===== src/pkg/pulse_seq_pkg.sv =====
// Constants and types shared by the phase pulse sequencer.
// Assumes a 100 MHz system clock; all inputs are synchronous to it.
package pulse_seq_pkg;
  localparam int NUM_PHASES = 6;
  localparam int CLK_PERIOD_NS = 10;
  // Power-up timing from the 3.3 V rail good
  localparam int STRAP_DONE_US = 1200;
  localparam int BUS_READY_US = 1500;
  localparam int STRAP_DONE_CYC = (STRAP_DONE_US * 1000) / CLK_PERIOD_NS;
  localparam int BUS_READY_CYC = (BUS_READY_US * 1000) / CLK_PERIOD_NS;
  localparam int POR_CNT_W = 18;
  // Current monitor scaling: full scale code equals 0.85 V
  localparam int MON_W = 10;
  localparam int IMAX_W = 12;
  localparam logic [MON_W-1:0] MON_FULL_SCALE = 10'h352; // 0.85 V in mV
  localparam int IOUT_W = 12;
  localparam int SENSE_W = 10;
  localparam int SUM_W = 13;
  localparam int PH_IDX_W = 3;
  localparam logic [PH_IDX_W-1:0] FIRST_PHASE = 3'h0;
  localparam logic [NUM_PHASES-1:0] PHASES_RESET = 6'h01;
  // Per-phase output drive
  typedef enum logic [1:0] {DRV_LOW, DRV_HIGH, DRV_TRISTATE} phase_drive_e;
  typedef enum {POR_WAIT_RAIL, POR_STRAP, POR_BUS_WAIT, POR_READY} por_state_e;
endpackage : pulse_seq_pkg


===== src/pkg/phase_if.sv =====
// Carrier between the sequencer top and its phase steering module.
// Assumes all signals are in the sys_clk domain.
`timescale 1ns/10ps
interface phase_if;
  logic trigger;
  logic [pulse_seq_pkg::NUM_PHASES-1:0] active;
  logic single;
  logic overlap;
  logic [pulse_seq_pkg::NUM_PHASES-1:0] select;
  modport steer (input trigger, input active, input single, input overlap, output select);
  modport top (output trigger, output active, output single, output overlap, input select);
endinterface : phase_if


===== src/hdl/phase_steer.sv =====
// Phase rotation: turns each switching trigger into a one-hot phase pick.
// Assumes phase 0 is always active and triggers are single-cycle pulses.
`timescale 1ns/10ps
module phase_steer (
  input wire logic sys_clk,
  input wire logic rst_b,
  phase_if.steer pif
);
  logic [pulse_seq_pkg::PH_IDX_W-1:0] ptr_reg;
  logic [pulse_seq_pkg::PH_IDX_W-1:0] ptr_next;
  logic [pulse_seq_pkg::PH_IDX_W-1:0] nxt_active;
  logic [pulse_seq_pkg::PH_IDX_W-1:0] pick;

  // First active phase at or after the given index, wrapping to phase 0
  function automatic logic [pulse_seq_pkg::PH_IDX_W-1:0] first_active(
    input logic [pulse_seq_pkg::PH_IDX_W-1:0] cur,
    input logic [pulse_seq_pkg::NUM_PHASES-1:0] act);
    logic [pulse_seq_pkg::PH_IDX_W-1:0] res;
    logic found;
    res = pulse_seq_pkg::FIRST_PHASE;
    found = 1'b0;
    for (int i = 0; i < pulse_seq_pkg::NUM_PHASES; i++) begin
      if (!found && i >= int'(cur) && act[i]) begin
        res = pulse_seq_pkg::PH_IDX_W'(i);
        found = 1'b1;
      end
    end
    return res;
  endfunction : first_active

  // A pointer left on a phase that was just disabled moves on before use
  assign pick = pif.single ? pulse_seq_pkg::FIRST_PHASE :
                first_active(ptr_reg, pif.active);
  assign nxt_active = first_active(pick + 3'h1, pif.active);
  assign ptr_next = pif.trigger ? nxt_active : pick;

  // One trigger, one phase
  generate
    for (genvar g = 0; g < pulse_seq_pkg::NUM_PHASES; g++) begin : g_sel
      assign pif.select[g] = pif.trigger && (pick == pulse_seq_pkg::PH_IDX_W'(g));
    end
  endgenerate

  // Pointer advances once per trigger
  always_ff @(posedge sys_clk) begin
    if (!rst_b) begin
      ptr_reg <= pulse_seq_pkg::FIRST_PHASE;
    end else begin
      ptr_reg <= ptr_next;
    end
  end

  onehot_sel_a: assert property (@(posedge sys_clk) disable iff (!rst_b)
    pif.trigger |-> $onehot(pif.select)) else $error("trigger not steered to one phase");
  skip_off_a: assert property (@(posedge sys_clk) disable iff (!rst_b)
    pif.trigger |-> (pif.select & ~pif.active) == '0) else $error("disabled phase chosen");
endmodule : phase_steer


===== src/hdl/current_monitor.sv =====
// Current sum and scaled digital reading.
// Assumes per-phase sense samples are already digitised in sys_clk domain.
`timescale 1ns/10ps
module current_monitor (
  input wire logic sys_clk,
  input wire logic rst_b,
  input wire logic [pulse_seq_pkg::NUM_PHASES*pulse_seq_pkg::SENSE_W-1:0] sense,
  input wire logic [pulse_seq_pkg::NUM_PHASES-1:0] active,
  input wire logic [pulse_seq_pkg::MON_W-1:0] mon_mv,
  input wire logic [pulse_seq_pkg::IMAX_W-1:0] imax,
  output logic [pulse_seq_pkg::SUM_W-1:0] sum_reg,
  output logic [pulse_seq_pkg::IOUT_W-1:0] iout_reg
);
  logic [pulse_seq_pkg::SUM_W-1:0] sum_next;
  logic [pulse_seq_pkg::IOUT_W+pulse_seq_pkg::MON_W-1:0] prod;
  logic [pulse_seq_pkg::IOUT_W+pulse_seq_pkg::MON_W-1:0] quot;

  // Sum only active channels
  always_comb begin
    sum_next = '0;
    for (int i = 0; i < pulse_seq_pkg::NUM_PHASES; i++) begin
      if (active[i]) begin
        sum_next = sum_next + pulse_seq_pkg::SUM_W'(sense[i*pulse_seq_pkg::SENSE_W +:
                                                     pulse_seq_pkg::SENSE_W]);
      end
    end
  end

  // Linear scaling; a divider is cheap here since it is read rarely
  assign prod = (pulse_seq_pkg::IOUT_W+pulse_seq_pkg::MON_W)'(imax) *
                (pulse_seq_pkg::IOUT_W+pulse_seq_pkg::MON_W)'(mon_mv);
  assign quot = prod / (pulse_seq_pkg::IOUT_W+pulse_seq_pkg::MON_W)'(pulse_seq_pkg::MON_FULL_SCALE);

  always_ff @(posedge sys_clk) begin
    if (!rst_b) begin
      sum_reg <= '0;
      iout_reg <= '0;
    end else begin
      sum_reg <= sum_next;
      iout_reg <= quot[pulse_seq_pkg::IOUT_W-1:0];
    end
  end

  full_scale_a: assert property (@(posedge sys_clk) disable iff (!rst_b)
    (mon_mv == pulse_seq_pkg::MON_FULL_SCALE) |=> iout_reg == $past(imax))
    else $error("full scale reading wrong");
endmodule : current_monitor


===== src/hdl/multiphase_pulse_sequencer.sv =====
// Top of the phase pulse sequencer: steering, transient modes, power-up.
// Assumes synchronous inputs; analog comparators sit outside and give levels.
//
// Summary of operation
// - A loop comparator trip starts an on-time pulse.
// - Each switching trigger yields exactly one pulse on exactly one phase.
// - In single-phase mode every trigger goes to the same phase.
// - In multiphase mode triggers rotate through the phases in fixed order.
// - Phases two to six whose sense input sits at the 3.3 V rail are disabled.
// - Each phase has its own current channel and channels are summed.
// - After the 3.3 V rail is good, strap reading completes in 1.2 ms.
// - Bus answers are allowed 1.5 ms after the 3.3 V rail is good.
// - Power-up sequencing does not wait for enable.
// - The current reading equals the maximum current at 0.85 V monitor.
// - The current reading is returned on the output-current read command.
// - Zero load line is chosen by resistor strap or by stored setting.
// - Overshoot reduction tri-states all phases once its threshold trips.
// - Overshoot reduction cuts any on pulse in progress at once.
// - Overlap of pulses is allowed only while undershoot condition holds.
// - When undershoot ends, normal interleaved rotation resumes.
`timescale 1ns/10ps
module multiphase_pulse_sequencer #(
  parameter int STRAP_CYCLES = pulse_seq_pkg::STRAP_DONE_CYC,
  parameter int BUS_CYCLES = pulse_seq_pkg::BUS_READY_CYC
) (
  input wire logic sys_clk,
  input wire logic rst_b,
  input wire logic internal_3v3_rail,
  input wire logic enable,
  input wire logic loop_cmp_trip,
  input wire logic [pulse_seq_pkg::NUM_PHASES-1:0] phase_sense_at_rail,
  input wire logic [pulse_seq_pkg::NUM_PHASES*pulse_seq_pkg::SENSE_W-1:0] phase_current_sense_input,
  input wire logic [pulse_seq_pkg::MON_W-1:0] current_monitor_mv,
  input wire logic [pulse_seq_pkg::IMAX_W-1:0] imax_config,
  input wire logic overshoot_reduction_en,
  input wire logic overshoot_trip,
  input wire logic undershoot_reduction_en,
  input wire logic undershoot_trip,
  input wire logic on_time_done,
  input wire logic zero_ll_strap,
  input wire logic zero_ll_nvm,
  input wire logic zero_ll_use_nvm,
  input wire logic read_iout_cmd,
  output logic [pulse_seq_pkg::NUM_PHASES-1:0] phase_pwm_reg,
  output logic [pulse_seq_pkg::NUM_PHASES-1:0] phase_oe_reg,
  output logic [pulse_seq_pkg::SUM_W-1:0] current_sum_reg,
  output logic [pulse_seq_pkg::IOUT_W-1:0] iout_reply_reg,
  output logic iout_reply_valid_reg,
  output logic strap_done_reg,
  output logic bus_ready_reg,
  output logic zero_ll_reg,
  output logic undershoot_mode_reg
);
  phase_if pif();

  logic [pulse_seq_pkg::NUM_PHASES-1:0] active_phases;
  logic trip_reg;
  logic trigger;
  logic osr_active;
  logic usr_active;
  logic [pulse_seq_pkg::NUM_PHASES-1:0] pwm_next;
  logic [pulse_seq_pkg::NUM_PHASES-1:0] oe_next;
  logic [pulse_seq_pkg::IOUT_W-1:0] iout_val;
  logic [pulse_seq_pkg::POR_CNT_W-1:0] por_cnt_reg;
  logic [pulse_seq_pkg::POR_CNT_W-1:0] por_cnt_next;
  pulse_seq_pkg::por_state_e por_reg;
  pulse_seq_pkg::por_state_e por_next;
  logic running;
  logic [pulse_seq_pkg::POR_CNT_W-1:0] rail_age_reg;
  logic [pulse_seq_pkg::POR_CNT_W-1:0] rail_age_next;

  // Phase 0 cannot be disabled; others drop out when tied to the rail
  assign active_phases = {~phase_sense_at_rail[pulse_seq_pkg::NUM_PHASES-1:1], 1'b1};
  assign pif.active = active_phases;
  assign pif.single = (active_phases == pulse_seq_pkg::PHASES_RESET);

  // Rising edge of comparator gives one trigger per crossing
  assign running = (por_reg == pulse_seq_pkg::POR_READY) && enable;
  assign trigger = running && loop_cmp_trip && !trip_reg && !osr_active;
  assign pif.trigger = trigger;

  // Transient modes; overshoot has priority so both never act together
  assign osr_active = overshoot_reduction_en && overshoot_trip;
  assign usr_active = undershoot_reduction_en && undershoot_trip && !osr_active;
  assign pif.overlap = usr_active;

  phase_steer u_steer (
    .sys_clk(sys_clk),
    .rst_b(rst_b),
    .pif(pif)
  );

  current_monitor u_mon (
    .sys_clk(sys_clk),
    .rst_b(rst_b),
    .sense(phase_current_sense_input),
    .active(active_phases),
    .mon_mv(current_monitor_mv),
    .imax(imax_config),
    .sum_reg(current_sum_reg),
    .iout_reg(iout_val)
  );

  // Pulse next state: a new pulse ends others unless overlap is allowed
  always_comb begin
    pwm_next = phase_pwm_reg;
    oe_next = active_phases;
    // Stages stay tri-stated while idle, so a pre-biased output is not pulled down
    if (!running || osr_active) begin
      pwm_next = '0;
      oe_next = '0;
    end else if (trigger) begin
      pwm_next = usr_active ? (phase_pwm_reg | pif.select) : pif.select;
    end else if (on_time_done) begin
      pwm_next = '0;
    end
  end

  // Power-up sequence runs from the rail alone, enable not involved
  always_comb begin
    por_next = por_reg;
    por_cnt_next = por_cnt_reg + 1'b1;
    unique case (por_reg)
      pulse_seq_pkg::POR_WAIT_RAIL: begin
        por_cnt_next = '0;
        if (internal_3v3_rail) begin
          por_next = pulse_seq_pkg::POR_STRAP;
        end
      end
      pulse_seq_pkg::POR_STRAP: begin
        if (por_cnt_reg == pulse_seq_pkg::POR_CNT_W'(STRAP_CYCLES - 1)) begin
          por_next = pulse_seq_pkg::POR_BUS_WAIT;
        end
      end
      pulse_seq_pkg::POR_BUS_WAIT: begin
        // Count runs on from the rail; a short bus count cannot hang here
        if (por_cnt_reg >= pulse_seq_pkg::POR_CNT_W'(BUS_CYCLES - 1)) begin
          por_next = pulse_seq_pkg::POR_READY;
        end
      end
      pulse_seq_pkg::POR_READY: begin
        por_cnt_next = por_cnt_reg;
      end
    endcase
    if (!internal_3v3_rail) begin
      por_next = pulse_seq_pkg::POR_WAIT_RAIL;
      por_cnt_next = '0;
    end
  end

  // Sequencing state and counters
  always_ff @(posedge sys_clk) begin
    if (!rst_b) begin
      por_reg <= pulse_seq_pkg::POR_WAIT_RAIL;
      por_cnt_reg <= '0;
    end else begin
      por_reg <= por_next;
      por_cnt_reg <= por_cnt_next;
    end
  end

  // Phase outputs and status flags
  always_ff @(posedge sys_clk) begin
    if (!rst_b) begin
      trip_reg <= 1'b0;
      phase_pwm_reg <= '0;
      phase_oe_reg <= '0;
      strap_done_reg <= 1'b0;
      bus_ready_reg <= 1'b0;
      undershoot_mode_reg <= 1'b0;
    end else begin
      trip_reg <= loop_cmp_trip;
      phase_pwm_reg <= pwm_next;
      phase_oe_reg <= oe_next;
      strap_done_reg <= (por_next == pulse_seq_pkg::POR_BUS_WAIT) ||
                        (por_next == pulse_seq_pkg::POR_READY);
      bus_ready_reg <= (por_next == pulse_seq_pkg::POR_READY);
      undershoot_mode_reg <= usr_active;
    end
  end

  // Zero load line latched once straps are read; stored setting can override
  always_ff @(posedge sys_clk) begin
    if (!rst_b) begin
      zero_ll_reg <= 1'b0;
    end else if (por_reg == pulse_seq_pkg::POR_STRAP &&
                 por_next == pulse_seq_pkg::POR_BUS_WAIT) begin
      zero_ll_reg <= zero_ll_use_nvm ? zero_ll_nvm : zero_ll_strap;
    end
  end

  // Read reply only once the bus side is up
  always_ff @(posedge sys_clk) begin
    if (!rst_b) begin
      iout_reply_reg <= '0;
      iout_reply_valid_reg <= 1'b0;
    end else begin
      iout_reply_valid_reg <= read_iout_cmd && bus_ready_reg;
      if (read_iout_cmd && bus_ready_reg) begin
        iout_reply_reg <= iout_val;
      end
    end
  end

  // Cycles since the rail came good, kept apart from the sequencer; saturates
  assign rail_age_next = (rail_age_reg == '1) ? rail_age_reg : rail_age_reg + 1'b1;
  always_ff @(posedge sys_clk) begin
    if (!rst_b || !internal_3v3_rail) begin
      rail_age_reg <= '0;
    end else begin
      rail_age_reg <= rail_age_next;
    end
  end

  osr_off_a: assert property (@(posedge sys_clk) disable iff (!rst_b)
    osr_active |=> (phase_oe_reg == '0 && phase_pwm_reg == '0))
    else $error("overshoot did not tri-state");
  osr_cut_a: assert property (@(posedge sys_clk) disable iff (!rst_b)
    ($past(phase_pwm_reg) != '0 && osr_active) |=> phase_pwm_reg == '0)
    else $error("pulse not cut");
  trigger_pulse_a: assert property (@(posedge sys_clk) disable iff (!rst_b)
    trigger |=> $countones(phase_pwm_reg & ~$past(phase_pwm_reg)) <= 1)
    else $error("trigger did not start one pulse");
  start_pulse_a: assert property (@(posedge sys_clk) disable iff (!rst_b)
    trigger |=> phase_pwm_reg != '0) else $error("no pulse on trigger");
  no_overlap_a: assert property (@(posedge sys_clk) disable iff (!rst_b)
    !$past(usr_active) |-> $countones(phase_pwm_reg) <= 1)
    else $error("overlap outside undershoot");
  usr_exit_a: assert property (@(posedge sys_clk) disable iff (!rst_b)
    $fell(usr_active) |=> !undershoot_mode_reg) else $error("undershoot mode stuck");
  bus_early_a: assert property (@(posedge sys_clk) disable iff (!rst_b)
    (por_reg != pulse_seq_pkg::POR_READY) |=> !bus_ready_reg || $past(por_next ==
      pulse_seq_pkg::POR_READY)) else $error("bus ready too early");
  strap_order_a: assert property (@(posedge sys_clk) disable iff (!rst_b)
    bus_ready_reg |-> strap_done_reg) else $error("bus ready before straps");
  single_same_a: assert property (@(posedge sys_clk) disable iff (!rst_b)
    (trigger && pif.single) |-> pif.select[0]) else $error("single phase misrouted");
  reply_a: assert property (@(posedge sys_clk) disable iff (!rst_b)
    (read_iout_cmd && bus_ready_reg) |=> iout_reply_valid_reg && iout_reply_reg == $past(iout_val))
    else $error("current read reply wrong");

  // Power-up milestones at fixed distances from the rail
  strap_time_a: assert property (@(posedge sys_clk) disable iff (!rst_b)
    $rose(strap_done_reg) |-> rail_age_reg == pulse_seq_pkg::POR_CNT_W'(STRAP_CYCLES + 1))
    else $error("strap time wrong");
  bus_time_a: assert property (@(posedge sys_clk) disable iff (!rst_b)
    $rose(bus_ready_reg) |-> rail_age_reg == pulse_seq_pkg::POR_CNT_W'(BUS_CYCLES + 1))
    else $error("bus ready time wrong");
  rail_start_a: assert property (@(posedge sys_clk) disable iff (!rst_b)
    (por_reg == pulse_seq_pkg::POR_WAIT_RAIL && internal_3v3_rail) |=>
      por_reg == pulse_seq_pkg::POR_STRAP) else $error("power-up waited");
  rail_loss_a: assert property (@(posedge sys_clk) disable iff (!rst_b)
    !internal_3v3_rail |=> (!strap_done_reg && !bus_ready_reg))
    else $error("status kept without rail");
  strap_hold_a: assert property (@(posedge sys_clk) disable iff (!rst_b)
    (strap_done_reg && internal_3v3_rail) |=> strap_done_reg)
    else $error("strap done dropped");
  ready_hold_a: assert property (@(posedge sys_clk) disable iff (!rst_b)
    (bus_ready_reg && internal_3v3_rail) |=> bus_ready_reg)
    else $error("bus ready dropped");
  reply_gate_a: assert property (@(posedge sys_clk) disable iff (!rst_b)
    !bus_ready_reg |=> !iout_reply_valid_reg) else $error("reply before bus ready");
  zl_latch_a: assert property (@(posedge sys_clk) disable iff (!rst_b)
    $rose(strap_done_reg) |->
      zero_ll_reg == $past(zero_ll_use_nvm ? zero_ll_nvm : zero_ll_strap))
    else $error("zero load line source wrong");

  // Phase outputs outside a trigger
  idle_off_a: assert property (@(posedge sys_clk) disable iff (!rst_b)
    !running |=> (phase_pwm_reg == '0 && phase_oe_reg == '0))
    else $error("phases driven while idle");
  oe_follow_a: assert property (@(posedge sys_clk) disable iff (!rst_b)
    (running && !osr_active) |=> phase_oe_reg == $past(active_phases))
    else $error("phase enables wrong");
  trip_once_a: assert property (@(posedge sys_clk) disable iff (!rst_b)
    trigger |=> !trigger) else $error("one crossing gave two triggers");
  on_end_a: assert property (@(posedge sys_clk) disable iff (!rst_b)
    (running && !osr_active && !trigger && on_time_done) |=> phase_pwm_reg == '0)
    else $error("pulse outlived on-time");
  usr_only_a: assert property (@(posedge sys_clk) disable iff (!rst_b)
    undershoot_mode_reg |-> $past(undershoot_reduction_en && undershoot_trip))
    else $error("undershoot mode without cause");
endmodule : multiphase_pulse_sequencer


===== config.mk =====
export PLATFORM = sky130hd
export DESIGN_NAME = multiphase_pulse_sequencer
export DESIGN_NICKNAME = d
export VERILOG_FILES = /design/src/pkg/pulse_seq_pkg.sv /design/src/pkg/phase_if.sv /design/src/hdl/phase_steer.sv /design/src/hdl/current_monitor.sv /design/src/hdl/multiphase_pulse_sequencer.sv
export SDC_FILE = /design/constraint.sdc
export NUM_CORES = 1
export LEC_CHECK = 0
export BUFFER_PORTS_ARGS = -buffer_cell sky130_fd_sc_hd__buf_2
export CORE_MARGIN = 4
export CORE_UTILIZATION = 40
export DETAILED_ROUTE_END_ITERATION = 10
export GPL_TIMING_DRIVEN = 1
export RECOVER_POWER = 25
export SLEW_MARGIN = 15
export SYNTH_ARGS = -nofsm -noshare
export SYNTH_HDL_FRONTEND = slang
export SYNTH_SLANG_ARGS = --single-unit

===== constraint.sdc =====
create_clock -name sys_clk -period 15.97 [get_ports sys_clk]
set_input_delay 0.7985 -clock sys_clk [delete_from_list [all_inputs] [get_ports sys_clk]]
set_output_delay 0.7985 -clock sys_clk [all_outputs]
set_load 0.1 [all_outputs]

==> results.py <==
metrics = {
    "status": {
        "status": "complete, no violations",
    },
    "placement": {
        "dpl_worst_slack_ns": 0.251,
        "globalplace.congestion": 0.853,
        "dp_hpwl_mm": 31.1,
        "place_inst": 2581,
        "port_buffers": 142,
    },
    "timing": {
        "setup_viol": 0,
        "worstMarginPinSlew_ns": 1.01,
        "finalCritPeriodShare": 0.948,
        "layout_setup_ws_ns": 0.825,
        "final.setup.tns_ns": 0,
        "fin_skew_ns": 0.00584,
        "hold_viol_final": 0,
        "relSlewSlack": 0.324,
        "rsz0062_at_grt": "no",
        "maxSlewViolCount": 0,
        "clock.fmax_ghz": 0.0660,
        "min_period_ns": 15.14,
    },
    "critical_path": {
        "cp.required_ns": 16.25,
        "crit_fanout": 12,
        "end_kind": "flop",
        "cp.arrival_ns": 15.42,
        "max_stage_delay_ns": 0.54,
        "cp-start-kind": "input pin",
        "rr_startpoint": "u_steer.ptr_reg[0]",
        "cp_slowest_cell": "fa_1",
        "worstSetupPathType": "in2reg",
        "crit_start": "current_monitor_mv[3]",
    },
    "routing": {
        "vias": 14400,
        "dr.pass1.iters": 5,
        "dr.first_iter.drc_count": 793,
        "detail-route-antenna-nets": 0,
        "totalWireLength_mm": 38.9,
        "vias_per_cell": 5.54,
        "wl_per_cell_um": 15.0,
        "drcViolationCount": 0,
    },
    "clocking": {
        "htree_num_levels": 3,
        "cts_tree": "done",
        "cts.sinks": 108,
        "cts_buffers": 9,
        "cts_buffer_depth": 2,
        "root_buffer": "clkbuf_16",
        "clkLatencyLatePin_ns": 0.34,
        "clkTransAtPathRegs_ns": 0.07,
    },
    "yosys": {
        "synth_edf_count": 0,
        "ys_types": 127,
        "syn_area_um2": 15400,
        "yosys_warnings": 0,
        "ys_seq_area_frac": 0.141,
        "netlist_instances": 1935,
        "ys.flop_type": "dfxtp_1",
        "syn_avg_cell_area_um2": 7.94,
        "synth_seq_cells": 108,
        "synthesis.nets": 2234,
        "async_flop_share": 0,
    },
    "floorplanning": {
        "num_rows": 71,
        "die_h_um": 204,
        "pin_count": 144,
        "core_area_um2": 37800,
        "start_util": 0.407,
        "die_area_um2": 41600,
        "die_w_um": 204,
    },
    "global_routing": {
        "globalRouteOverflowTotal": 0,
        "grt_max_degree": 69,
        "antenna_found_initial": 0,
        "gr-usage-all-layers": 0.182,
        "grt_pass1_wl_mm": 66.3,
        "grt_pass1_vias": 14000,
    },
    "cells_and_area": {
        "layout-drive-gt1-share": 0.170,
        "areaGrowthSynthToFinish_pct": 12.8,
        "n_antenna_cell": 0,
        "nNetsFinal": 2381,
        "finalNonFillerCells": 2598,
        "largest_register_ffs": 32,
        "fin_util": 0.459,
    },
    "run": {
        "max_cap_viol_count": 0,
    },
    "hold_path": {
        "worstHoldPathType": "reg2reg",
        "min_from": "u_mon.iout_reg[7]",
    },
}
## what timing repair did
item / in CTS / in global routing
buffers inserted: 0 / 1
endpoints found under the setup margin: 0 / 2
hold buffers: 0 / 0
gates resized for setup: 0 / 24
## per-stage QoR
step	area [um^2]	hold WS [ns]
CTS	17200	0.442
floorplan	15400	0.417
global route	17300	0.473
detailed placement	16900	0.431
finish	17300	0.440
global placement	16900	0.428
## kinds of logic (layout without fill, tap and decap cells)
family,Yosys count,after routing,share of synthesized area
and+or+nand+nor,706,706,0.233
adders and majority gates,207,207,0.208
buffers and inverters,196,348,0.0520
muxes,33,33,0.0238
AOI/OAI and AO/OA,565,565,0.267
xor gates and xnor gates,120,120,0.0758
DFF,108,108,0.141
## cell usage after synthesis, types with 11 or more instances
library cell	n	area [um^2]
a21boi_0	15	113
xnor2_1	73	639
dfxtp_1	108	2160
xor2_1	38	333
ha_1	114	1430
and2_1	95	594
a211o_1	11	96.3
o21ai_0	95	475
o31ai_1	12	90.1
a22oi_1	19	143
o21bai_1	14	105
fa_1	83	1660
and3_1	45	282
a21o_1	35	263
o21a_1	20	150
inv_1	118	443
a31oi_1	18	113
nand2_1	205	769
a211oi_1	12	90.1
or3_1	12	75.1
nand3_1	40	200
nor3_1	31	155
o21ai_1	25	125
o211ai_1	24	180
mux2_2	11	124
buf_2	11	55.1
nand4_1	16	100
mux2i_1	19	190
nor2b_1	24	150
a21oi_1	124	621
clkbuf_1	55	206
nor2_1	163	612
## worst max-delay path, delay by kind of cell
family | cells | cell delay [ns]
mux | 2 | 0.74
xor+xnor | 1 | 0.17
buf+inv | 8 | 0.85
simple gates | 12 | 3.30
fa+ha+maj | 7 | 3.17
compound gates | 25 | 6.38
## layout by cell type, fill, tap and decap left out, types with 24 or more instances in the layout
master    synthesis  final
nand2_1         205    205
buf_4             3     70
xnor2_1          73     72
o21ai_0          95     95
xor2_1           38     38
a21oi_1         124    122
and2_1           95     95
nor2b_1          24     24
and3_1           45     45
dfxtp_1         108    108
buf_2            11    142
fa_1             83     83
inv_1           118    118
a21o_1           35     35
ha_1            114    114
nor3_1           31     29
nor2_1          163    163
o211ai_1         24     24
nand3_1          40     40
## path summary, 6_finish.rpt
check                           cells after the start  slack (ns)                 end
worst max-delay path                               55        0.83   u_mon.iout_reg[0]
worst min-delay path                                2        0.44   iout_reply_reg[7]
worst max register to register                     13       13.21  u_steer.ptr_reg[0]
worst min register to register                      2        0.44   iout_reply_reg[7]
## layer usage
metal | vias to the layer above | GRT usage | part of all wire
met4 | 0 | 0.0230 | 0.0091
met1 | 6843 | 0.253 | 0.48
met2 | 291 | 0.321 | 0.48
met3 | 35 | 0.0125 | 0.037
li1 | 7215 | - | -
met5 | - | 0 | 0
## final cells by class
type	instances	area, um^2
multi-input cells	1631	12500
inverters	119	447
clock buffers	11	233
repair buffers	213	1260
flip-flops and latches	108	2160
clock inverters	5	45.0
fillers	3794	20400
well taps	511	639
Power is not shown: default switching activity piles up to over one toggle a cycle in this logic, so the estimate is an artifact.
